## config.mk

```make
export PLATFORM = sky130hd
export DESIGN_NAME = alu_slice_host
export DESIGN_NICKNAME = d
export VERILOG_FILES = /design/src/alu_host_pkg.sv /design/src/pin_sync.sv /design/src/alu_slice_host.sv
export SDC_FILE = /design/constraint.sdc
export NUM_CORES = 1
export LEC_CHECK = 0
export ABC_AREA = 1
export CAP_MARGIN = 20
export CORE_UTILIZATION = 35
export CTS_BUF_LIST = sky130_fd_sc_hd__clkbuf_4
export DETAILED_ROUTE_END_ITERATION = 16
export DONT_BUFFER_PORTS = 1
export GPL_TIMING_DRIVEN = 1
export SYNTH_ARGS = -nofsm -noshare
export SYNTH_HDL_FRONTEND = slang
export SYNTH_SLANG_ARGS = --single-unit
```

## constraint.sdc

```tcl
create_clock -name core_clk -period 3.2 [get_ports core_clk]
set_clock_uncertainty 0.2 [all_clocks]
set_input_delay 0.48 -clock core_clk [delete_from_list [all_inputs] [get_ports core_clk]]
set_output_delay 0.48 -clock core_clk [all_outputs]
set_load 0.02 [all_outputs]
```

## src/alu_host_pkg.sv

```systemverilog
// Shared constants, pin bundles and state types for the ALU slice host controller
package alu_host_pkg;

  // ***************************************************
  // Geometry
  // ***************************************************
  localparam int SLICES = 4;
  localparam int SLICE_W = 4;
  localparam int WORD_W = SLICES * SLICE_W;
  localparam int SYNC_STAGES = 2;

  // ***************************************************
  // Timing
  // ***************************************************
  localparam int CLK_PERIOD_NS = 50;
  // Combinational settle time allowed for slice and lookahead pins
  localparam int SETTLE_NS = 100;
  localparam int SETTLE_CYC = (SETTLE_NS + CLK_PERIOD_NS - 1) / CLK_PERIOD_NS;
  localparam int WAIT_CYC = SETTLE_CYC + SYNC_STAGES;
  localparam logic [3:0] WAIT_LOAD = 4'(WAIT_CYC);

  // ***************************************************
  // Reset values and last slice index
  // ***************************************************
  localparam logic [SLICES-1:0] PG_IDLE_N = 4'hf;
  localparam logic [3:0] CNT_RESET = 4'h0;
  localparam logic [1:0] LAST_SLICE = 2'h3;

  // ***************************************************
  // Bundles
  // ***************************************************
  typedef struct packed {
    logic lookahead;
    logic [3:0] function_select;
    logic logic_mode;
    logic carry_input;
    logic [WORD_W-1:0] operand_a;
    logic [WORD_W-1:0] operand_b;
  } op_req_s;

  typedef struct packed {
    logic [WORD_W-1:0] result_bits;
    logic carry_out;
    logic a_eq_b;
    logic a_gt_b;
    logic a_lt_b;
    logic group_propagate_n;
    logic group_generate_n;
  } op_resp_s;

  typedef struct packed {
    logic [3:0] function_select;
    logic logic_mode;
    logic [SLICES-1:0] carry_input;
    logic [WORD_W-1:0] operand_a;
    logic [WORD_W-1:0] operand_b;
  } slice_drive_s;

  typedef struct packed {
    logic [SLICES-1:0] slice_propagate_in_n;
    logic [SLICES-1:0] slice_generate_in_n;
    logic carry_input;
  } look_drive_s;

  typedef struct packed {
    logic [WORD_W-1:0] result_bits;
    logic [SLICES-1:0] ripple_carry_output;
    logic [SLICES-1:0] propagate_n;
    logic [SLICES-1:0] generate_n;
    logic equal_line;
    logic [2:0] lookahead_carry;
    logic group_propagate_n;
    logic group_generate_n;
  } pin_in_s;

  localparam int PIN_IN_W = $bits(pin_in_s);

  typedef enum logic [2:0] {ST_IDLE, ST_RIPPLE, ST_GROUP, ST_LOOK, ST_FINAL} host_st_e;

  typedef struct packed {
    host_st_e st;
    logic [3:0] cnt;
    logic [1:0] idx;
    logic ready;
    slice_drive_s slice;
    look_drive_s look;
    logic resp_valid;
    op_resp_s resp;
  } host_state_s;

endpackage

```

## src/pin_sync.sv

```systemverilog
// Two-stage synchroniser for a bundle of pin inputs
`timescale 1ns/100ps
module pin_sync #(
  parameter int WIDTH = 1
) (
  // Clock and reset
  input wire logic core_clk,
  input wire logic rst,
  // Bundle
  input wire logic [WIDTH-1:0] async_in,
  output logic [WIDTH-1:0] sync_out
);

  typedef struct packed {
    logic [WIDTH-1:0] meta;
    logic [WIDTH-1:0] stable;
  } sync_state_s;

  sync_state_s s_reg;
  sync_state_s s_next;

  // First stage feeds only the second stage
  always_comb begin
    s_next = s_reg;
    s_next.meta = async_in;
    s_next.stable = s_reg.meta;
  end

  // Register stages
  always_ff @(posedge core_clk) begin
    if (rst) begin
      s_reg <= '0;
    end else begin
      s_reg <= s_next;
    end
  end

  assign sync_out = s_reg.stable;

endmodule

```

## src/alu_slice_host.sv

```systemverilog
// Host controller that drives four ALU slices and one carry lookahead generator
`timescale 1ns/100ps
module alu_slice_host (
  // Clock and reset
  input wire logic core_clk,
  input wire logic rst,
  // Operation request
  input wire logic req_valid,
  output logic req_ready,
  input wire alu_host_pkg::op_req_s req,
  // Operation answer
  output logic resp_valid,
  output alu_host_pkg::op_resp_s resp,
  // Slice pins driven
  output alu_host_pkg::slice_drive_s slice_pins,
  // Lookahead generator pins driven
  output alu_host_pkg::look_drive_s look_pins,
  // Slice and generator pins sensed
  input wire alu_host_pkg::pin_in_s pin_in
);

  import alu_host_pkg::*;

  // ***************************************************
  // Pin synchronisation
  // ***************************************************
  logic [PIN_IN_W-1:0] pin_sync_bits;
  pin_in_s syn;

  pin_sync #(
    .WIDTH(PIN_IN_W)
  ) u_pin_sync (
    .core_clk(core_clk),
    .rst(rst),
    .async_in(pin_in),
    .sync_out(pin_sync_bits)
  );

  assign syn = pin_in_s'(pin_sync_bits);

  // ***************************************************
  // Sequencer
  // ***************************************************
  host_state_s s_reg;
  host_state_s s_next;

  // Next-state logic; every wait covers settle time plus synchroniser delay
  always_comb begin
    s_next = s_reg;
    s_next.resp_valid = 1'b0;
    case (s_reg.st)
      ST_IDLE: begin
        if (req_valid) begin
          s_next.ready = 1'b0;
          s_next.slice.function_select = req.function_select;
          s_next.slice.logic_mode = req.logic_mode;
          s_next.slice.operand_a = req.operand_a;
          s_next.slice.operand_b = req.operand_b;
          s_next.slice.carry_input = {3'h0, req.carry_input};
          s_next.look.slice_propagate_in_n = PG_IDLE_N;
          s_next.look.slice_generate_in_n = PG_IDLE_N;
          s_next.look.carry_input = 1'b0;
          s_next.cnt = WAIT_LOAD;
          s_next.idx = 2'h0;
          s_next.st = req.lookahead ? ST_GROUP : ST_RIPPLE;
        end
      end
      ST_RIPPLE: begin
        if (s_reg.cnt != CNT_RESET) begin
          s_next.cnt = s_reg.cnt - 4'h1;
        end else if (s_reg.idx == LAST_SLICE) begin
          s_next.st = ST_FINAL;
        end else begin
          s_next.slice.carry_input[s_reg.idx + 2'h1] = syn.ripple_carry_output[s_reg.idx];
          s_next.idx = s_reg.idx + 2'h1;
          s_next.cnt = WAIT_LOAD;
        end
      end
      ST_GROUP: begin
        if (s_reg.cnt != CNT_RESET) begin
          s_next.cnt = s_reg.cnt - 4'h1;
        end else begin
          s_next.look.slice_propagate_in_n = syn.propagate_n;
          s_next.look.slice_generate_in_n = syn.generate_n;
          s_next.look.carry_input = s_reg.slice.carry_input[0];
          s_next.cnt = WAIT_LOAD;
          s_next.st = ST_LOOK;
        end
      end
      ST_LOOK: begin
        if (s_reg.cnt != CNT_RESET) begin
          s_next.cnt = s_reg.cnt - 4'h1;
        end else begin
          s_next.slice.carry_input[3:1] = syn.lookahead_carry;
          s_next.cnt = WAIT_LOAD;
          s_next.st = ST_FINAL;
        end
      end
      ST_FINAL: begin
        if (s_reg.cnt != CNT_RESET) begin
          s_next.cnt = s_reg.cnt - 4'h1;
        end else begin
          s_next.resp.result_bits = syn.result_bits;
          s_next.resp.carry_out = syn.ripple_carry_output[3];
          s_next.resp.a_eq_b = syn.equal_line;
          s_next.resp.a_gt_b = syn.ripple_carry_output[3] & ~syn.equal_line;
          // Equal operands leave no carry, so less-than must exclude equality
          s_next.resp.a_lt_b = ~syn.ripple_carry_output[3] & ~syn.equal_line;
          s_next.resp.group_propagate_n = syn.group_propagate_n;
          s_next.resp.group_generate_n = syn.group_generate_n;
          s_next.resp_valid = 1'b1;
          s_next.ready = 1'b1;
          s_next.st = ST_IDLE;
        end
      end
      default: begin
        s_next.st = ST_IDLE;
        s_next.ready = 1'b1;
      end
    endcase
  end

  // State register; generator P/G inputs idle inactive (high) after reset
  always_ff @(posedge core_clk) begin
    if (rst) begin
      s_reg <= '0;
      s_reg.st <= ST_IDLE;
      s_reg.ready <= 1'b1;
      s_reg.look.slice_propagate_in_n <= PG_IDLE_N;
      s_reg.look.slice_generate_in_n <= PG_IDLE_N;
      s_reg.resp.group_propagate_n <= 1'b1;
      s_reg.resp.group_generate_n <= 1'b1;
    end else begin
      s_reg <= s_next;
    end
  end

  // Outputs straight from the state register
  assign req_ready = s_reg.ready;
  assign resp_valid = s_reg.resp_valid;
  assign resp = s_reg.resp;
  assign slice_pins = s_reg.slice;
  assign look_pins = s_reg.look;

  // ***************************************************
  // Checks
  // ***************************************************
  logic [1:0] idx_up;
  assign idx_up = s_reg.idx + 2'h1;

  AST_RIPPLE_CHAIN: assert property (@(posedge core_clk) disable iff (rst)
    (s_reg.st == ST_RIPPLE && s_reg.cnt == CNT_RESET && s_reg.idx != LAST_SLICE)
    |=> slice_pins.carry_input[$past(idx_up)] == $past(syn.ripple_carry_output[s_reg.idx]))
    else $error("ripple carry not chained to next slice");

  AST_LOOK_CARRY: assert property (@(posedge core_clk) disable iff (rst)
    (s_reg.st == ST_LOOK && s_reg.cnt == CNT_RESET)
    |=> slice_pins.carry_input[3:1] == $past(syn.lookahead_carry) ##[3:3] s_reg.st == ST_FINAL)
    else $error("lookahead carries not applied to slices");

  AST_LOOK_WIRING: assert property (@(posedge core_clk) disable iff (rst)
    (s_reg.st == ST_GROUP && s_reg.cnt == CNT_RESET)
    |=> look_pins.slice_propagate_in_n == $past(syn.propagate_n)
        && look_pins.slice_generate_in_n == $past(syn.generate_n)
        && look_pins.carry_input == slice_pins.carry_input[0])
    else $error("slice P/G not passed unchanged to generator");

  AST_COMPARE: assert property (@(posedge core_clk) disable iff (rst)
    $rose(resp_valid) |-> resp.a_lt_b == (!$past(syn.ripple_carry_output[3]) && !$past(syn.equal_line))
      && resp.a_gt_b == ($past(syn.ripple_carry_output[3]) && !$past(syn.equal_line)))
    else $error("greater/less not derived from carry and equality");

  AST_RIPPLE_DONE: assert property (@(posedge core_clk) disable iff (rst)
    (s_reg.st == ST_IDLE && req_valid && !req.lookahead) |-> ##22 resp_valid)
    else $error("ripple operation latency out of range");

  AST_LOOK_DONE: assert property (@(posedge core_clk) disable iff (rst)
    (s_reg.st == ST_IDLE && req_valid && req.lookahead) |-> ##16 resp_valid)
    else $error("lookahead operation latency out of range");

endmodule

```

==> metrics.md <==
| Metric | Value |
|---|---|
| Post-Syn Area | `0.00597 sq mm` |
| Syn_area_per_cell | `7.73 sq um` |
| Hold Fails Final Rpt | `0` |
| Sw power | `1.50 mW` |
| Initial antenna violation count | `2` |
| Die height | `about 130 um` |
| Gr usage total | `14.6%` |
| RSZ-0062 raised after global routing | `no` |
| Routed vias/inst | `~4.3` |
| Drc violations | `0` |
| Detail Route Antenna Nets | `0` |
| Post-CTS setup buffer count | `0` |
| Worst R2R Start | `s_reg[76]$_SDFFE_PP0P_` |
| DR iter-0 viols | `205` |
| Net count of the mapped netlist | `~850` |
| Root buf cell | `clkbuf_4` |
| Vias in the first global route | `4202` |
| FF-to-FF End | `resp[5]$_SDFFE_PP0N_` |
| Max Cap Viol | `0` |
| Critical path class | `reg -> reg` |
| Most common cell after layout, fill and taps aside | `nor2_1` |
| R2R cell count | `8` |
| Worst slew margin | `54.3%` |
| Worst-path fanout max | `24` |
| CP Capture Type | `flip-flop` |
| WHS | `approximately 0.093 ns` |
| Largest net degree at the start of global routing | `a little over 80` |
| Starting Density | `around 36%` |
| CP arrival | `between 2 and 2.5 ns` |
| Leakage power | `3.04 nW` |
| Die area | `0.0176 sq mm` |
| Finished Core Util | `40.0%` |
| R2R Setup Slk | `1.02 ns` |
| Worst Tran Pin Value | `0.685 ns` |
| Clock transition at path regs | `between 0.1 and 0.15 ns` |
| Highest Clock Rate | `approximately 0.46 GHz` |
| Logic pwr share | `approximately 18%` |
| Synth-to-Final Area Change | `11.6%` |
| Internal | `just under 3 mW` |
| Synth Register Bits | `151` |
| Slew Limit Fails | `0` |
| Clock Tree Buf Depth | `2` |
| FP Rows | `47` |
| Final min period | `roughly 2.2 ns` |
| CTS Sinks | `151` |
| Routed len/inst | `12.2 um` |
| Period utilization | `between 60% and 70%` |
| CTS tree | `built` |
| Crit path from | `s_reg[76]$_SDFFE_PP0P_` |
| Status | `complete, no violations` |
| Hold Path Class | `in -> reg` |
| Core Footprint | `~0.017 sq mm` |
| Number of CTS-inserted buffers | `17` |
| Post-Route WL | `12300 um` |
| Data required, critical path | `3.49 ns` |
| Switching fraction of total power | `33.9%` |
| Cells after synthesis | `772` |
| Drt first pass iters | `7` |
| Gr ovfl total | `0` |
| Worst Min Path Start | `rst` |
| Commonest non-fill, non-tap cells in the layout | `nor2_1 (196), dfxtp_1 (151), inv_1 (92)` |
| Clock share of power | `28.4%` |
| Setup_tns | `0 ns` |
| Max FFs per register | `41` |
| Global-route wire length before repair | `19900 um` |
| Clk_lat worst skew | `0.55 ns` |
| Final setup fails | `0` |
| Layout cells sized above 1 | `7.16%` |
| PD cells | `666 mW/mm^2` |
| Worst hold path depth | `2` |
| Die extent in x | `133 um` |
| Worst Hold End | `u_pin_sync.s_next[15]$_SDFF_PP0_` |
| Ys Warns | `0` |
| Post-synthesis sequential area ratio | `50.7%` |
| Nets | `between 800 and 900` |
| Maximum vdd drop | `0.360 mV` |
| Post-DP HPWL | `7420 um` |
| Worst setup SP type | `flip-flop` |
| I/O Pins | `150` |
| Post-synth cell types | `27` |
| Sequential group share of total power | `about 54%` |
| Port bufs | `0` |
| H-Tree Depth | `4` |
| GP Congestion | `0.850` |
| Via count | `4331` |
==> kinds of logic (layout without fill, tap and decap cells) <==
| family | count (synthesis) | count (layout) | share of synthesized area, % |
|---|---|---|---|
| compound gates | 80 | 80 | 7.11 |
| xor+xnor | 1 | 1 | 0.147 |
| fa+ha+maj | 6 | 6 | 1.26 |
| buf+inv | 198 | 208 | 17.8 |
| flops | 151 | 151 | 50.7 |
| simple gates | 336 | 336 | 23.0 |
| other cells | 0 | 2 | 0 |
==> through the flow <==
stage / cell area, sq um / setup slack [ns] / cells / total power, mW
after global routing: 6660 / 0.808 / 1004 / 4.73
after detailed placement: 5570 / 1.03 / 895 / 3.13
after floorplan: 5970 / 1.50 / 772 / 3.18
after global placement: 5570 / 1.08 / 895 / 3.13
after CTS: 6650 / 0.994 / 1002 / 4.50
final: 6660 / 1.02 / 1004 / 4.43
==> area by class of cell <==
class	instances	area, sq um
antenna	2	5.00
clock buffer	18	135
clock inverter	14	175
fill	1680	9990
inverter	98	373
multi-input combinational	423	1880
sequential	151	3020
tap	220	275
timing repair buffer	78	791
==> synthesized netlist by cell type <==
library cell,instances,area share (%)
buf_2,7,0.59
inv_2,3,0.19
o21ai_0,59,4.9
nand3_1,34,2.9
a21oi_4,1,0.27
nand2_2,4,0.42
nor2_8,1,0.34
a21oi_1,14,1.2
nor2_4,2,0.38
inv_4,2,0.21
nand3_2,1,0.17
o21bai_1,3,0.38
nor2_1,196,12
buf_4,72,9.1
o21ai_1,1,0.084
o211ai_1,1,0.13
buf_6,5,0.94
nor2_2,3,0.31
nand2_1,90,5.7
clkbuf_1,16,1.0
ha_1,6,1.3
a211oi_1,1,0.13
or2_2,3,0.31
inv_1,93,5.9
dfxtp_1,151,51
nand4_1,2,0.21
xor2_1,1,0.15
==> routing by layer <==
metal | track usage [%] | share of wire [%] | up-vias
li1 | - | - | 2274
met5 | 0 | 0 | -
met3 | 6.97 | 7.8 | 19
met1 | 15.4 | 41 | 1930
met4 | 6.32 | 2.2 | 0
met2 | 24.6 | 49 | 108
==> power groups by stage <==
stage          Combinational (mW)  Clock, mW  Sequential [mW]
2_1_floorplan               0.967          0             2.21
3_5_place_dp                0.692          0             2.44
6_report                    0.779       1.26             2.40
4_1_cts                     0.786       1.32             2.40
3_3_place_gp                0.684          0             2.44
5_1_grt                     0.911       1.40             2.42
==> worst max-delay path: stages, from the launching register on <==
cell and delay (ns):
dfxtp_1 0.36, inv_1 0.08, ha_1 0.25, nand2_2 0.19
nor2_4 0.04, buf_4 0.20, inv_1 0.53, nand2_1 0.11
a21oi_1 0.16
==> worst max path at each step <==
stage	endpoint	slack, ns	cells after the start
2_1_floorplan	look_pins[0]$_SDFFE_PP0P_	1.50	8
3_3_place_gp	resp[2]$_SDFFE_PP0N_	1.08	8
3_5_place_dp	resp[3]$_SDFFE_PP0N_	1.03	8
4_1_cts	resp[5]$_SDFFE_PP0N_	0.99	8
5_1_grt	resp[5]$_SDFFE_PP0N_	0.81	8
6_report	resp[5]$_SDFFE_PP0N_	1.02	8
==> what timing repair did <==
| item | 4_1_cts | 5_1_grt |
|---|---|---|
| endpoints found under the setup margin | 0 | 0 |
| endpoints found under the hold margin | 119 | 0 |
| hold buffers | 75 | 0 |
| resized for setup | 0 | 0 |
No activity file was read; power rests on OpenSTA's default activity.
